**src/hdl/ddai_pkg.sv**
```systemverilog
// Constants shared by the incremental integrator module
package ddai_pkg;
	// ============================================================
	// Clock and iteration timing
	localparam longint CLK_HZ        = 20_000_000;
	localparam longint ITER_TIME_NS  = 10_000;
	localparam longint NS_PER_S      = 1_000_000_000;
	localparam int     ITER_CYCLES   = int'((ITER_TIME_NS * CLK_HZ) / NS_PER_S);
	localparam int     DIV_W         = 8;
	localparam logic [DIV_W-1:0] DIV_LAST = DIV_W'(ITER_CYCLES - 1);
	localparam logic [DIV_W-1:0] DIV_RESET = 8'h00;

	// ============================================================
	// Register word layout: sign, computing bits, scaling marker, zeros
	localparam int WORD_W        = 28;
	localparam int SIGN_POS      = 27;
	localparam int MAX_COMPUTE   = 26;
	localparam logic [WORD_W-1:0] WORD_RESET = 28'h0000000;
	localparam logic [WORD_W-1:0] MARKER_RESET = 28'h0000001;

	// ============================================================
	// Analog converter accumulator span
	localparam int DAC_W = 15;
	localparam logic signed [DAC_W-1:0] DAC_MAX = 15'sh2000;
	localparam logic signed [DAC_W-1:0] DAC_MIN = -15'sh2000;
	localparam logic signed [DAC_W-1:0] DAC_RESET = 15'sh0000;
endpackage

```
**src/hdl/ddai_integrator.sv**
```systemverilog
// Incremental integrator module of a digital differential analyzer
`timescale 1ns/10ps
`default_nettype none
// Functional notes
// - One iteration per fixed machine-time increment
// - Integrand range is minus one to below one
// - Negative output carries increments with reversed sign
// - Flag overflow when operand exceeds register capacity
// - Word is sign, computing bits, marker, zeros
// - Negative contents held in two's complement
// - Converter accumulator spans plus/minus two^13 increments
// - Increments travel as existence plus sign lines
// - Any overflow drives one common overflow signal
// - Lowest one bit is the scaling marker
module ddai_integrator (
	input  wire logic                              mclk,
	input  wire logic                              arst_n,
	input  wire logic                              fill_load,
	input  wire logic [ddai_pkg::WORD_W-1:0]       fill_word,
	input  wire logic                              ovf_clear,
	input  wire logic                              sec_exist,
	input  wire logic                              sec_pos,
	input  wire logic                              pri_exist,
	input  wire logic                              pri_pos,
	input  wire logic                              ovf_chain_in,
	output logic                                   iter_tick,
	output logic                                   z_exist,
	output logic                                   z_pos,
	output logic                                   zn_exist,
	output logic                                   zn_pos,
	output logic                                   ovf,
	output logic                                   ovf_common,
	output logic [ddai_pkg::WORD_W-1:0]            y_word,
	output logic signed [ddai_pkg::DAC_W-1:0]      dac_level
);

	// ============================================================
	// Reset release
	logic rst_meta_n;
	logic rst_n;

	always_ff @(posedge mclk or negedge arst_n) begin
		if (!arst_n) begin
			rst_meta_n <= 1'b0;
			rst_n      <= 1'b0;
		end else begin
			rst_meta_n <= 1'b1;
			rst_n      <= rst_meta_n;
		end
	end

	// ============================================================
	// Helpers
	function automatic logic [ddai_pkg::WORD_W-1:0] lowest_one(
		input logic [ddai_pkg::WORD_W-1:0] w);
		return w & (~w + ddai_pkg::WORD_W'(1));
	endfunction

	function automatic logic [ddai_pkg::WORD_W:0] sext_add(
		input logic [ddai_pkg::WORD_W-1:0] a,
		input logic [ddai_pkg::WORD_W-1:0] b);
		return {a[ddai_pkg::SIGN_POS], a} + {b[ddai_pkg::SIGN_POS], b};
	endfunction

	// ============================================================
	// Machine-time divider
	logic [ddai_pkg::DIV_W-1:0] div_cnt;
	logic [ddai_pkg::DIV_W-1:0] next_div_cnt;
	logic                       next_iter_tick;

	always_comb begin
		next_iter_tick = (div_cnt == ddai_pkg::DIV_LAST);
		next_div_cnt   = next_iter_tick ? ddai_pkg::DIV_RESET : div_cnt + 8'h01;
	end

	always_ff @(posedge mclk or negedge rst_n) begin
		if (!rst_n) begin
			div_cnt   <= ddai_pkg::DIV_RESET;
			iter_tick <= 1'b0;
		end else begin
			div_cnt   <= next_div_cnt;
			iter_tick <= next_iter_tick;
		end
	end

	// ============================================================
	// Integrand, remainder and outputs
	logic [ddai_pkg::WORD_W-1:0] marker;
	logic [ddai_pkg::WORD_W-1:0] rem;
	logic [ddai_pkg::WORD_W-1:0] y_val;
	logic [ddai_pkg::WORD_W-1:0] unit;
	logic [ddai_pkg::WORD_W:0]   y_sum;
	logic [ddai_pkg::WORD_W:0]   r_sum;
	logic                        y_ovf;
	logic                        next_ovf;
	logic [ddai_pkg::WORD_W-1:0] next_y_word;
	logic [ddai_pkg::WORD_W-1:0] next_marker;
	logic [ddai_pkg::WORD_W-1:0] next_rem;
	logic                        next_z_exist;
	logic                        next_z_pos;
	logic signed [ddai_pkg::DAC_W-1:0] next_dac;

	always_comb begin
		y_val = y_word & ~marker;
		unit  = marker << 1;
		y_sum = sext_add(y_val, sec_pos ? unit : (~unit + 28'h0000001));
		// Range is [-1,1); a sum that leaves it is refused, not wrapped
		y_ovf = sec_exist && (y_sum[ddai_pkg::WORD_W] != y_sum[ddai_pkg::SIGN_POS]);
		// The primary path uses the integrand from before this iteration
		r_sum = sext_add(rem, pri_pos ? y_val : (~y_val + 28'h0000001));
		next_y_word  = y_word;
		next_marker  = marker;
		next_rem     = rem;
		next_z_exist = z_exist;
		next_z_pos   = z_pos;
		next_dac     = dac_level;
		next_ovf     = ovf && !ovf_clear;
		if (fill_load) begin
			next_y_word = fill_word;
			next_marker = lowest_one(fill_word);
			next_rem    = ddai_pkg::WORD_RESET;
		end else if (iter_tick) begin
			if (sec_exist && !y_ovf) begin
				next_y_word = y_sum[ddai_pkg::WORD_W-1:0] | marker;
			end
			if (y_ovf) begin
				next_ovf = 1'b1;
			end
			next_z_exist = 1'b0;
			if (pri_exist) begin
				next_rem = r_sum[ddai_pkg::WORD_W-1:0];
				if (r_sum[ddai_pkg::WORD_W] != r_sum[ddai_pkg::SIGN_POS]) begin
					next_z_exist = 1'b1;
					next_z_pos   = !r_sum[ddai_pkg::WORD_W];
				end
			end
			if (next_z_exist) begin
				if (next_z_pos && dac_level != ddai_pkg::DAC_MAX) begin
					next_dac = dac_level + 15'sh0001;
				end else if (!next_z_pos && dac_level != ddai_pkg::DAC_MIN) begin
					next_dac = dac_level - 15'sh0001;
				end
			end
		end
	end

	always_ff @(posedge mclk or negedge rst_n) begin
		if (!rst_n) begin
			y_word     <= ddai_pkg::WORD_RESET;
			marker     <= ddai_pkg::MARKER_RESET;
			rem        <= ddai_pkg::WORD_RESET;
			z_exist    <= 1'b0;
			z_pos      <= 1'b0;
			zn_exist   <= 1'b0;
			zn_pos     <= 1'b1;
			ovf        <= 1'b0;
			ovf_common <= 1'b0;
			dac_level  <= ddai_pkg::DAC_RESET;
		end else begin
			y_word     <= next_y_word;
			marker     <= next_marker;
			rem        <= next_rem;
			z_exist    <= next_z_exist;
			z_pos      <= next_z_pos;
			zn_exist   <= next_z_exist;
			zn_pos     <= !next_z_pos;
			ovf        <= next_ovf;
			// Set wins over clear, so a late overflow is never lost
			ovf_common <= next_ovf || ovf_chain_in;
			dac_level  <= next_dac;
		end
	end
endmodule
`default_nettype wire

```
**config.mk**
```make
export PLATFORM = sky130hd
export DESIGN_NAME = ddai_integrator
export DESIGN_NICKNAME = d
export VERILOG_FILES = /design/src/hdl/ddai_pkg.sv /design/src/hdl/ddai_integrator.sv
export SDC_FILE = /design/constraint.sdc
export NUM_CORES = 1
export LEC_CHECK = 0
export BUFFER_PORTS_ARGS = -buffer_cell sky130_fd_sc_hd__buf_2
export CAP_MARGIN = 10
export CORE_MARGIN = 2
export CORE_UTILIZATION = 45
export DETAILED_ROUTE_END_ITERATION = 10
export PLACE_DENSITY = 0.74
export SLEW_MARGIN = 20
export SYNTH_ARGS = -nofsm -noshare
export SYNTH_HDL_FRONTEND = slang
export SYNTH_SLANG_ARGS = --single-unit
export TNS_END_PERCENT = 20
```
**constraint.sdc**
```tcl
create_clock -name mclk -period 9.15 [get_ports mclk]
set_input_delay 1.3725 -clock mclk [delete_from_list [all_inputs] [get_ports mclk]]
set_output_delay 1.3725 -clock mclk [all_outputs]
set_load 0.01 [all_outputs]
```
Yosys cells after proc, flatten, opt, wreduce, memory -nomap -nowiden. Cells that the tools add are included. W data, S select, Z words.

Add/sub/neg operators: 8. Bitwise operators: 8. Multiplexer cells: 24. Reduce and logical (&&, ||, !) cells: 19. Equality and inequality tests: 5.

Operators with widths (count): $mux W28 (8); $not A28 Y28 (4); $add A28 B1 Y28 const B (3); $add A28 B28 Y29 (2); $and A28 B28 Y28 (2); $mux W15 (2); $or A28 B28 Y28 (1); $add A15 B2 Y15 const B (1); $ne A15 B14 Y1 const B (1); $ne A15 B15 Y1 const B (1); $sub A15 B2 Y15 const B (1); $mux W1 (13); $add A8 B1 Y8 const B (1); $eq A8 B8 Y1 const B (1); $mux W8 (1); $reduce_bool A2 Y1 (4); $reduce_and A2 Y1 (3); $logic_and A1 B1 Y1 (5); $logic_not A1 Y1 (5); $reduce_and A4 Y1 (1); $ne A1 B1 Y1 (2); $logic_or A1 B1 Y1 (1); $not A1 Y1 (1).

Word-level logic and storage cells: 77. Register bits: 115. Input port bits: 37. Output and inout port bits: 50.

Longest topological paths before layout. Gate-level depths: netlist (run 1).

Word-level depth: 15. Mapped depth: 31. Gate-level depth less buffers: 30.

Least setup slack after synthesis (run 1). OpenSTA, ideal clock, no wires.

Path type: reg2reg. Start: register y_word[5] in the netlist's numbering. End: register dac_level[14] in the netlist's numbering. Slack: 2554 ps. Arrival time: 6527 ps. Cell stages (with the launch flop): 31. Library setup time: 69 ps. Clock period less this slack: 6596 ps. Path buffers: 1. Data required time: 9081 ps. Cell sequence: dfrtp_1 -> nor2b_1 -> clkbuf_1 -> nor4_1 -> and3_1 -> and3_1 -> and2_1 -> nor2b_1 -> and3_1 -> a21oi_1 -> xnor2_1 -> ha_1 -> a21o_1 -> a21o_1 -> a21oi_1 -> o21ai_1 -> nor3_2 -> mux2i_1 -> a21o_4 -> o21ai_0 -> fa_1 -> a211oi_1 -> o21bai_1 -> a21o_1 -> a21o_1 -> nand4_1 -> a31oi_1 -> a31oi_1 -> inv_1 -> or4_1 -> nand3_1.

Cells in the longest elaborated chain, start to end: 14. Elaborated cells between the ends (all ways): 21. Classes of those cells: add/sub (2); eq/ne (1); mux (10); bitwise (2); reduce/logical (6).

Ends and longest elaborated chain: from (decl) (line ddai_integrator.sv:33) `output logic [ddai_pkg::WORD_W-1:0] y_word,`; from (signal assigned) (line ddai_integrator.sv:149) `y_word <= ddai_pkg::WORD_RESET;`; from (signal assigned) (line ddai_integrator.sv:160) `y_word <= next_y_word;`; $and A28 B28 Y28 (*) (line ddai_integrator.sv:104) `y_val = y_word & ~marker;`; $not A28 Y28 (line ddai_integrator.sv:110) `r_sum = sext_add(rem, pri_pos ? y_val : (~y_val + 28'h0000001));`; $add A28 B1 Y28 (line ddai_integrator.sv:110); $mux W28 (*) (line ddai_integrator.sv:110); $add A28 B28 Y29 (*) (line ddai_integrator.sv:62) `return {a[ddai_pkg::SIGN_POS], a} + {b[ddai_pkg::SIGN_POS], b};`; $ne A1 B1 Y1 or $logic_not A1 Y1 (tied branches) (line ddai_integrator.sv:132, ddai_integrator.sv:134); $mux W1 (line ddai_integrator.sv:132) `if (r_sum[ddai_pkg::WORD_W] != r_sum[ddai_pkg::SIGN_POS]) begin`; $mux W1 (line ddai_integrator.sv:130) `if (pri_exist) begin`; $mux W1 (line ddai_integrator.sv:122) `end else if (iter_tick) begin`; $mux W1 (line ddai_integrator.sv:118) `if (fill_load) begin`; $logic_not A1 Y1 (line ddai_integrator.sv:140) `end else if (!next_z_pos && dac_level != ddai_pkg::DAC_MIN) begin`; $logic_and A1 B1 Y1 (line ddai_integrator.sv:140); $reduce_bool A2 Y1 (no source line); $reduce_and A4 Y1 (no source line); to (signal assigned) (line ddai_integrator.sv:158) `dac_level <= ddai_pkg::DAC_RESET;`; to (signal assigned) (line ddai_integrator.sv:170) `dac_level <= next_dac;`; to (decl) (line ddai_integrator.sv:34) `output logic signed [ddai_pkg::DAC_W-1:0] dac_level`.

Every way passes the cells marked *; elsewhere a longest branch is shown, timed or not. The select of a mux whose other input is x is not followed. A chain may end at the register's enable or synchronous reset.

Worst setup path in the final report (run 1).
Start: register marker[0] in the netlist's numbering. End: register dac_level[14] in the netlist's numbering.

Cells in the longest elaborated chain, start to end: 15. Elaborated cells between the ends (all ways): 22. Classes of those cells: add/sub (2); eq/ne (1); mux (10); bitwise (3); reduce/logical (6).

Ends and longest elaborated chain: from (decl) (line ddai_integrator.sv:88) `logic [ddai_pkg::WORD_W-1:0] marker;`; from (signal assigned) (line ddai_integrator.sv:150) `marker <= ddai_pkg::MARKER_RESET;`; from (signal assigned) (line ddai_integrator.sv:161) `marker <= next_marker;`; $not A28 Y28 (*) (line ddai_integrator.sv:104); $and A28 B28 Y28 (*) (line ddai_integrator.sv:104); $not A28 Y28 (line ddai_integrator.sv:110); $add A28 B1 Y28 (line ddai_integrator.sv:110); $mux W28 (*) (line ddai_integrator.sv:110); $add A28 B28 Y29 (*) (line ddai_integrator.sv:62); $ne A1 B1 Y1 or $logic_not A1 Y1 (tied branches) (line ddai_integrator.sv:132, ddai_integrator.sv:134); $mux W1 (line ddai_integrator.sv:132); $mux W1 (line ddai_integrator.sv:130); $mux W1 (line ddai_integrator.sv:122); $mux W1 (line ddai_integrator.sv:118); $logic_not A1 Y1 (line ddai_integrator.sv:140); $logic_and A1 B1 Y1 (line ddai_integrator.sv:140); $reduce_bool A2 Y1 (no source line); $reduce_and A4 Y1 (no source line).

Marks and branches as above.

==> qor.yml, run 1 <==
final_layout:
  fillers: 1873
  drive_gt1_frac: 0.1382
  synthToLayoutAreaGrowth_pct: 13.32
  n_antenna_cell: 0
  final_nets: 1288
job:
  max-cap-violations: 0
global_routing:
  grt_overflow: 0
  grt_max_degree: 79
  grt_pass1_vias: 7984
  groute.usage.overall: 0.2235
  antenna_found_initial: 1
  grt_pass1_wl_um: 39990
clock_network:
  numCtsBuffers: 17
  clk_pin_slew_ns: 0.05
  cts_hold_buf: 0
  cts_tree: "built"
  clock_sinks: 115
  post_cts_buffers: 0
  cts-root-buf: "clkbuf_16"
  clock_latency_ns: 0.43
  cts_resized: 0
  h-tree-depth: 4
  clockBufferDepth: 2
timing:
  finClkSkew_ns: 0.01386
  setup_violations: 0
  fin_crit_sh: 0.7666
  hold_viol_final: 0
  clock.fmax_ghz: 0.1426
  fin_setup_tns_ns: 0
  fin_crit_ns: 7.015
  slew_viol_final: 0
  max_slew_margin: 0.4326
  worstMarginPinSlew_ns: 0.8433
  rsz0062_at_grt: "false"
worst_setup_path:
  critPathLaunchType: "flop"
  slowest_delay_ns: 0.63
  r2r_slack_ns: 2.14
  arrival_ns: 7.37
  slowest_stage: "nor4_1"
  required_ns: 9.50
  cpLargestDelayFamily: "simple AND/OR/NAND/NOR gates"
  critPathMaxFanout: 14
  cp_num_buf_inv: 4
  crit_path_end_kind: "flop"
  worstSetupPathType: "reg2reg"
floorplan:
  die_y_um: 148.3
  die_area_um2: 21980
  rows: 52
  core_um2: 20300
  ios: 87
  die_w_um: 148.3
  initial_utilization: 0.4614
logic_synthesis:
  syn_area_um2: 9366
  yosys_warnings: 0
  synth_common_cells: "dfrtp_1 (113), a21oi_1 (96), nand2_1 (96)"
  synth_top_area_frac: 0.3019
  yosysSeqAreaShare: 0.3075
  synth.ff_latch_count: 115
  synth_top_flop_cell: "dfrtp_1"
  syn-instance-count: 1096
  synth_area_leaders: "dfrtp_1 (30%), ha_1 (9.9%), xnor2_1 (5.8%)"
  synth_edf_count: 0
  syn-num-nets: 1210
  synth.most_common_cell: "dfrtp_1"
  syn_avg_cell_area_um2: 8.546
  async_reset_ff_frac: 1.000
  synth_cell_types: 77
  yosysTopAreaCell: "dfrtp_1"
detailed_routing:
  vias: 8406
  wl_per_cell_um: 16.58
  first_pass_iters: 4
  post-route-drc-count: 0
  routed_wl_um: 24160
  final_antenna_net_count: 0
  drt_iter0_markers: 582
  viasPerCell: 5.769
pwr:
  p_leak_nw: 5.101
  total_power_w: 0.002159
  vdd_drop_max_v: 0.0001313
  power_density_nw_per_um2: 203.4
placement:
  gp_congestion: 0.8930
  port_buffers: 86
  dp_hpwl_um: 18100
worst_hold_path:
  hp-class: "reg2async"
outcome:
  status: "completed"
## state kept, by name (all words and copies together), names as in the netlist, 8 cells and up
name,cells
dac_level,15
div_cnt,8
marker,28
rem,28
y_word,28
## logic make-up after synthesis
family	Yosys count	synth area share
muxes	28	0.03687
and+or+nand+nor	333	0.1765
DFF	115	0.3075
xor gates and xnor gates	116	0.1105
AOI/OAI and AO/OA	321	0.2183
other	1	0.0004004
buffers and inverters	105	0.04475
adders and majority gates	77	0.1053
## where the power goes
group	leakage (nW)	switching [W]	internal, W
registers	1.51	0.0000397	0.000552
logic	3.33	0.000559	0.000374
clock network	0.258	0.000252	0.000382
## placed cells by master (no fill, tap or decap), types with 11 or more instances in the layout
cell | synthesis | layout
nand2_1 | 96 | 96
ha_1 | 74 | 74
dfrtp_1 | 113 | 112
nor2_1 | 58 | 58
nand2b_1 | 16 | 16
xor2_1 | 53 | 53
a21oi_1 | 96 | 95
buf_2 | 5 | 86
a31oi_1 | 21 | 21
nand3_1 | 28 | 28
nor4_1 | 17 | 17
xnor2_1 | 62 | 62
and3_1 | 14 | 14
nor3_1 | 37 | 37
clkbuf_16 | 0 | 17
a21o_1 | 25 | 25
nor2b_1 | 21 | 21
nand4_1 | 11 | 11
o21ai_0 | 80 | 80
o21bai_1 | 11 | 11
inv_1 | 70 | 70
## worst paths after layout
path,from,to,depth (start not counted)
setup / recovery,marker[0],dac_level[14],31
setup reg to reg,marker[0],dac_level[14],31
max in group asynchronous,rst_n,y_word[24],1
min in group mclk,rst_meta_n,rst_n,0
hold / removal,rst_n,div_cnt[6],0
hold reg to reg,rst_n,div_cnt[6],0
## layer usage
metal  up-vias  track usage  part of all wire
li1       4098            -                 -
met3        38      0.03650             0.045
met1      4025       0.3177              0.48
met5         -            0           0.00054
met4         2      0.07381             0.024
met2       243       0.3479              0.45
## metrics by stage
stage            util  instance area, µm²  std cells  setup WS, ns  hold slack (ns)
2_1_floorplan       -                9366       1096         2.554           0.3312
3_3_place_gp   0.4953               10050       1425         2.546           0.3064
3_5_place_dp   0.4953               10050       1425         2.329           0.3095
4_1_cts        0.5227               10610       1457         2.253           0.3151
5_1_grt        0.5229               10610       1457         1.649           0.3451
6_report       0.5229               10610       1457         2.135           0.2905
## final cells by class
cell class,count,area (µm²),area share
Clock buffer,25,505.5,0.04762
Clock inverter,7,51.30,0.004833
Inverter,71,266.5,0.02511
Multi-Input combinational cell,876,6082,0.5730
Sequential cell,115,2884,0.2717
Tap cell,270,337.8,0.03183
Timing Repair Buffer,93,486.7,0.04586
(Power assumes the default switching activity.)
==> run 2: changes to the inputs <==
Settings changed: ABC_AREA set to 1.
Clock period 9.15 ns to 7.2 ns, I/O delays scaled along.
==> run 2 against run 1 <==
Register-to-register slack got worse by 0.90 ns. Die area increased by 7.5%. First-iteration DRC count increased by 5.0%. Sequential cell count unchanged. Via count increased by 15%. Count of clock-buffer cells in the layout decreased by 7. Critical path type unchanged. Critical endpoint is now dac_level[12]. Highest routed layer is now met4.
==> qor.yml, run 2 <==
outcome:
  status: "completed"
timing:
  slew_viol_final: 0
  fin_crit_sh: 0.8282
  worstMarginPinSlew_ns: 0.8578
  clock.fmax_ghz: 0.1677
  rsz0062_at_grt: "false"
  setup_violations: 0
  fin_crit_ns: 5.963
  max_slew_margin: 0.4281
  finClkSkew_ns: 0.009824
  hold_viol_final: 0
  fin_setup_tns_ns: 0
worst_setup_path:
  startpoint: "marker[0]"
  critPathMaxFanout: 15
  critPathLaunchType: "flop"
  slowest_delay_ns: 0.56
  worstSetupPathType: "reg2reg"
  cpMostUsedCell: "nand2_1"
  crit_path_end_kind: "flop"
  r2r_slack_ns: 1.24
  reg2reg_to: "dac_level[12]"
  r2r-start: "marker[0]"
  required_ns: 7.52
  slowest_stage: "dfstp_2"
  reg2regPathDepth: 36
  arrival_ns: 6.28
detailed_routing:
  drt_iter0_markers: 611
  viasPerCell: 5.302
  vias: 9687
  final_antenna_net_count: 0
  post-route-drc-count: 0
  first_pass_iters: 6
  wl_per_cell_um: 14.56
  routed_wl_um: 26610
global_routing:
  grt_max_degree: 65
  grt_overflow: 0
  grt.met3_usage: 0.03354
  grt_pass1_vias: 9498
  grt_pass1_wl_um: 44780
  groute.usage.overall: 0.2285
  busiest_layer: "met2"
  grt_util_met1: 0.3057
  antenna_found_initial: 0
  global_route.usage.met2: 0.3795
clock_network:
  clock_sinks: 115
  h-tree-depth: 4
  cts_resized: 0
  numCtsBuffers: 17
  clockBufferDepth: 2
  cts-root-buf: "clkbuf_16"
  cts_tree: "built"
  post_cts_buffers: 0
  clock_latency_ns: 0.43
  clk_pin_slew_ns: 0.06
  cts_hold_buf: 0
logic_synthesis:
  synth.ff_latch_count: 115
  synth_xor_area_frac: 0.08071
  synth_common_cells: "nand2_1 (404), inv_1 (166), nor2_1 (130)"
  syn-num-nets: 1567
  syn-instance-count: 1453
  syn_area_um2: 10090
  synth_top_flop_cell: "dfrtp_1"
  synth_area_leaders: "dfrtp_1 (28%), nand2_1 (15%), ha_1 (9.2%)"
  synth_top_family_by_area: "simple AND/OR/NAND/NOR gates"
  synth_edf_count: 0
  synth_top_area_frac: 0.2802
  synth_cell_types: 59
  synth_compound_area_frac: 0.1575
  synth.most_common_cell: "nand2_1"
  synthMuxAreaShare: 0
  synth_fa_ha_area_frac: 0.09769
  async_reset_ff_frac: 1.000
  yosys_warnings: 0
  yosys.area_share.simple: 0.2982
  yosysTopAreaCell: "dfrtp_1"
  yosysSeqAreaShare: 0.2854
  syn_avg_cell_area_um2: 6.946
job:
  max-cap-violations: 0
floorplan:
  die_area_um2: 23640
  initial_utilization: 0.4610
  core_um2: 21890
  rows: 54
  die_y_um: 153.8
  ios: 87
  die_w_um: 153.8
placement:
  dp_hpwl_um: 20240
  gp_congestion: 0.9751
  port_buffers: 86
worst_hold_path:
  hp-start: "rst_meta_n"
  hp-class: "reg2reg"
  worst_hold_path.num_cells: 0
  hold_path_end: "rst_n"
final_layout:
  final_nets: 1648
  final_common_cell: "nand2_1"
  synthToLayoutAreaGrowth_pct: 12.58
  n_antenna_cell: 0
  reg_top3: "marker: 28 flops, rem: 28 flops, y_word: 28 flops"
  drive_gt1_frac: 0.1267
  most-common-layout-cells: "nand2_1 (404), inv_1 (166), nor2_1 (130)"
pwr:
  p_leak_nw: 6.042
  vdd_drop_max_v: 0.0001586
  total_power_w: 0.002673
  power_density_nw_per_um2: 235.3
-- run 2: critical path, delay by kind of cell (launching register included) --
kind / cells / cell delay [ns]
fa+ha+maj: 3 / 1.00
simple gates: 25 / 3.00
buf+inv: 2 / 0.20
xor+xnor: 1 / 0.16
flops: 1 / 0.56
compound gates: 5 / 0.95
-- run 2: power by group --
part | switching, W | internal, W
Clock | 0.000348 | 0.000549
Sequential | 0.0000357 | 0.000686
Combinational | 0.000695 | 0.000360
-- run 2: cell families (layout without fill, tap and decap cells) --
| family | after synthesis | count (layout) |
|---|---|---|
| flip-flops | 115 | 115 |
| AO/OA/AOI/OAI | 265 | 265 |
| adder cells (fa/ha/maj) | 77 | 77 |
| AND/OR/NAND/NOR | 699 | 699 |
| other | 1 | 1 |
| buffers and inverters | 203 | 297 |
| XOR/XNOR | 93 | 93 |
-- run 2: area by class of cell --
cell class	instances	area [µm²]
clock inverter	14	178.9
timing repair buffer	90	460.4
tap	280	350.3
fill	2154	10530
multi-input combinational	1135	6402
clock buffer	18	429.2
inverter	175	656.9
sequential	115	2884
-- run 2: per-stage QoR --
| stage | hold slack (ns) | util | cell area [µm²] | std cells | setup slack [ns] |
|---|---|---|---|---|---|
| final | 0.3576 | 0.5190 | 11360 | 1827 | 1.237 |
| after global routing | 0.3717 | 0.5190 | 11360 | 1827 | 0.7076 |
| after CTS | 0.3649 | 0.5190 | 11360 | 1827 | 1.323 |
| after detailed placement | 0.3543 | 0.4913 | 10750 | 1795 | 1.364 |
| after global placement | 0.3340 | 0.4913 | 10750 | 1795 | 1.670 |
| after floorplan | 0.3312 | - | 10090 | 1453 | 2.141 |
-- run 2: metal layers --
metal | wire (µm) | up-vias
met5 | 0 | -
met4 | 519 | 0
met3 | 1017 | 42
met2 | 12390 | 231
met1 | 12680 | 4479
li1 | - | 4935
-- run 2: worst max path at each step --
stage               endpoint
2_1_floorplan  dac_level[12]
3_3_place_gp   dac_level[12]
3_5_place_dp   dac_level[12]
4_1_cts        dac_level[12]
5_1_grt        dac_level[12]
6_report       dac_level[12]
==> run 3: changes to the inputs <==
Settings changed: ABC_AREA 1 to 0.
Clock period 7.2 ns to 5.9 ns, I/O delays scaled along.
==> run 3 against run 2 <==
Largest cell class unchanged. Sequential cell count is the same. Total power increased by 30%. Wire length decreased by 9.8%. Critical endpoint is now dac_level[14]. Highest routed layer unchanged. The flow now finishes with violations (setup timing). Critical path type unchanged. Non-clock buffer count grew 73. Fmax rose by 0.30%. Clock power grew 10%. Core utilization up 4.3 points. Die area is 7.0% lower. Via count fell by 11%. Worst hold slack got worse by 0.11 ns. Sequential power rose by 27%. Clock skew increased by 0.0074 ns.
==> qor.yml, run 3 (same netlist as run 1, synthesis figures left out) <==
detailed_routing:
  final_antenna_net_count: 0
  post-route-drc-count: 0
  routed_wl_um: 24010
  wl_per_cell_um: 15.72
  vias: 8604
  first_pass_iters: 7
  drt_iter0_markers: 581
  viasPerCell: 5.635
timing:
  worstMarginPinSlew_ns: 0.9747
  setup_violations: 2
  fin_ws_ns: -0.04469
  fin_crit_sh: 1.008
  clock.fmax_ghz: 0.1682
  fin_crit_ns: 5.945
  finClkSkew_ns: 0.01724
  max_slew_margin: 0.3502
  rsz0062_at_grt: "true"
  hold_viol_final: 0
  slew_viol_final: 0
outcome:
  status: "complete, but fails checks"
  violations: "setup timing"
floorplan:
  initial_utilization: 0.4614
  die_area_um2: 21980
  die_y_um: 148.3
  ios: 87
  die_w_um: 148.3
  rows: 52
  core_um2: 20300
placement:
  post-place-cells: 1472
  port_buffers: 86
  gp_congestion: 0.8796
  pre_cts_ws_ns: -0.2711
  dp_hpwl_um: 17560
worst_setup_path:
  arrival_ns: 6.30
  critPathMaxFanout: 5
  required_ns: 6.26
  slowest_delay_ns: 0.42
  crit_path_end_kind: "flop"
  r2r-start: "y_word[7]"
  reg2reg_to: "dac_level[14]"
  slowest_stage: "fa_2"
  r2r_slack_ns: -0.04
  worstSetupPathType: "reg2reg"
  reg2regPathDepth: 31
  critPathLaunchType: "flop"
job:
  max-cap-violations: 0
clock_network:
  h-tree-depth: 4
  clk_pin_slew_ns: 0.06
  clockBufferDepth: 2
  cts-root-buf: "clkbuf_16"
  numCtsBuffers: 17
  cts_tree: "built"
  clock_latency_ns: 0.42
  clock_sinks: 115
pwr:
  p_leak_nw: 5.492
  vdd_drop_max_v: 0.0002150
  total_power_w: 0.003486
  power_density_nw_per_um2: 305.6
global_routing:
  grt_overflow: 0
  grt_util_met1: 0.2967
  groute.usage.overall: 0.2193
  grt.met3_usage: 0.03681
  grt_pass1_wl_um: 39600
  grt_pass1_vias: 8181
  global_route.usage.met2: 0.3600
  antenna_found_initial: 0
  grt_max_degree: 74
  busiest_layer: "met2"
worst_hold_path:
  hp-class: "in2async"
final_layout:
  drive_gt1_frac: 0.2212
  finalCoreUtilization: 0.5619
  final_nets: 1358
  synthToLayoutAreaGrowth_pct: 21.77
  most-common-layout-cells: "dfrtp_1 (112), nand2_1 (95), a21oi_1 (88)"
  final_common_cell: "dfrtp_1"
  reg_top3: "marker: 28 flops, rem: 28 flops, y_word: 28 flops"
  n_antenna_cell: 0
  fin_cells: 1527
run 3: changes by cell type in the layout (fill, tap and decap cells not counted), moves of 16 or more:
| cell | change |
|---|---|
| nand2b_1 | +16 |
| xnor2_1 | +46 |
| nand3_1 | -56 |
| buf_4 | +70 |
| xor2_1 | -24 |
| nor2_1 | -73 |
| inv_1 | -96 |
| nor3_1 | +19 |
| nand2_1 | -309 |
run 3: stage by stage:
stage          hold slack, ns  setup TNS, ns  instance area, µm²
2_1_floorplan          0.3312       -0.01096                9408
3_3_place_gp           0.3356       -0.01390               10450
6_report               0.2435       -0.07795               11410
3_5_place_dp           0.3380        -0.4522               10450
5_1_grt                0.2272        -0.7484               11410
4_1_cts                0.2265              0               11130
run 3: what timing repair did:
| action | CTS | global route |
|---|---|---|
| gates resized for setup | 15 | 32 |
| endpoints found under the hold margin | 0 | 0 |
| pin swaps | 19 | 27 |
| setup endpoints to repair | 3 | 7 |
| buffers inserted | 8 | 15 |
| hold buffers | 0 | 0 |
run 3: area by class of cell:
cell class / count / area [µm²]
flip-flops and latches: 115 / 2884
clock buffers: 17 / 425.4
well taps: 270 / 337.8
multi-input cells: 876 / 6339
clock inverters: 15 / 133.9
inverters: 71 / 266.5
repair buffers: 163 / 1020
fillers: 1795 / 8894
run 3: worst max path at each step:
stage,start,endpoint,slack [ns],cells past startpoint
after floorplan,y_word[7],dac_level[13],-0.01,29
after global placement,y_word[7],dac_level[13],-0.01,29
after detailed placement,y_word[7],dac_level[13],-0.27,29
after CTS,y_word[5],dac_level[13],0.004,31
after global routing,y_word[7],dac_level[14],-0.29,31
final,y_word[7],dac_level[14],-0.04,31
run 3: report_power, final:
group	total, W	internal, W	switching, W
sequential	0.000915	0.000856	0.0000584
combinational	0.00158	0.000689	0.000892
clock	0.000990	0.000581	0.000409
run 3: metal layers:
metal	vias up	part of all wire
met1	4127	0.46
met4	0	0.019
met3	30	0.041
li1	4244	-
met2	203	0.48
met5	-	0
run 3: critical path, delay by kind of cell (launching register included):
family | cells | cell delay [ns]
compound gates | 12 | 1.76
mux | 1 | 0.27
buf+inv | 4 | 0.50
simple gates | 11 | 2.03
xor+xnor | 1 | 0.16
fa+ha+maj | 2 | 0.76
flops | 1 | 0.39
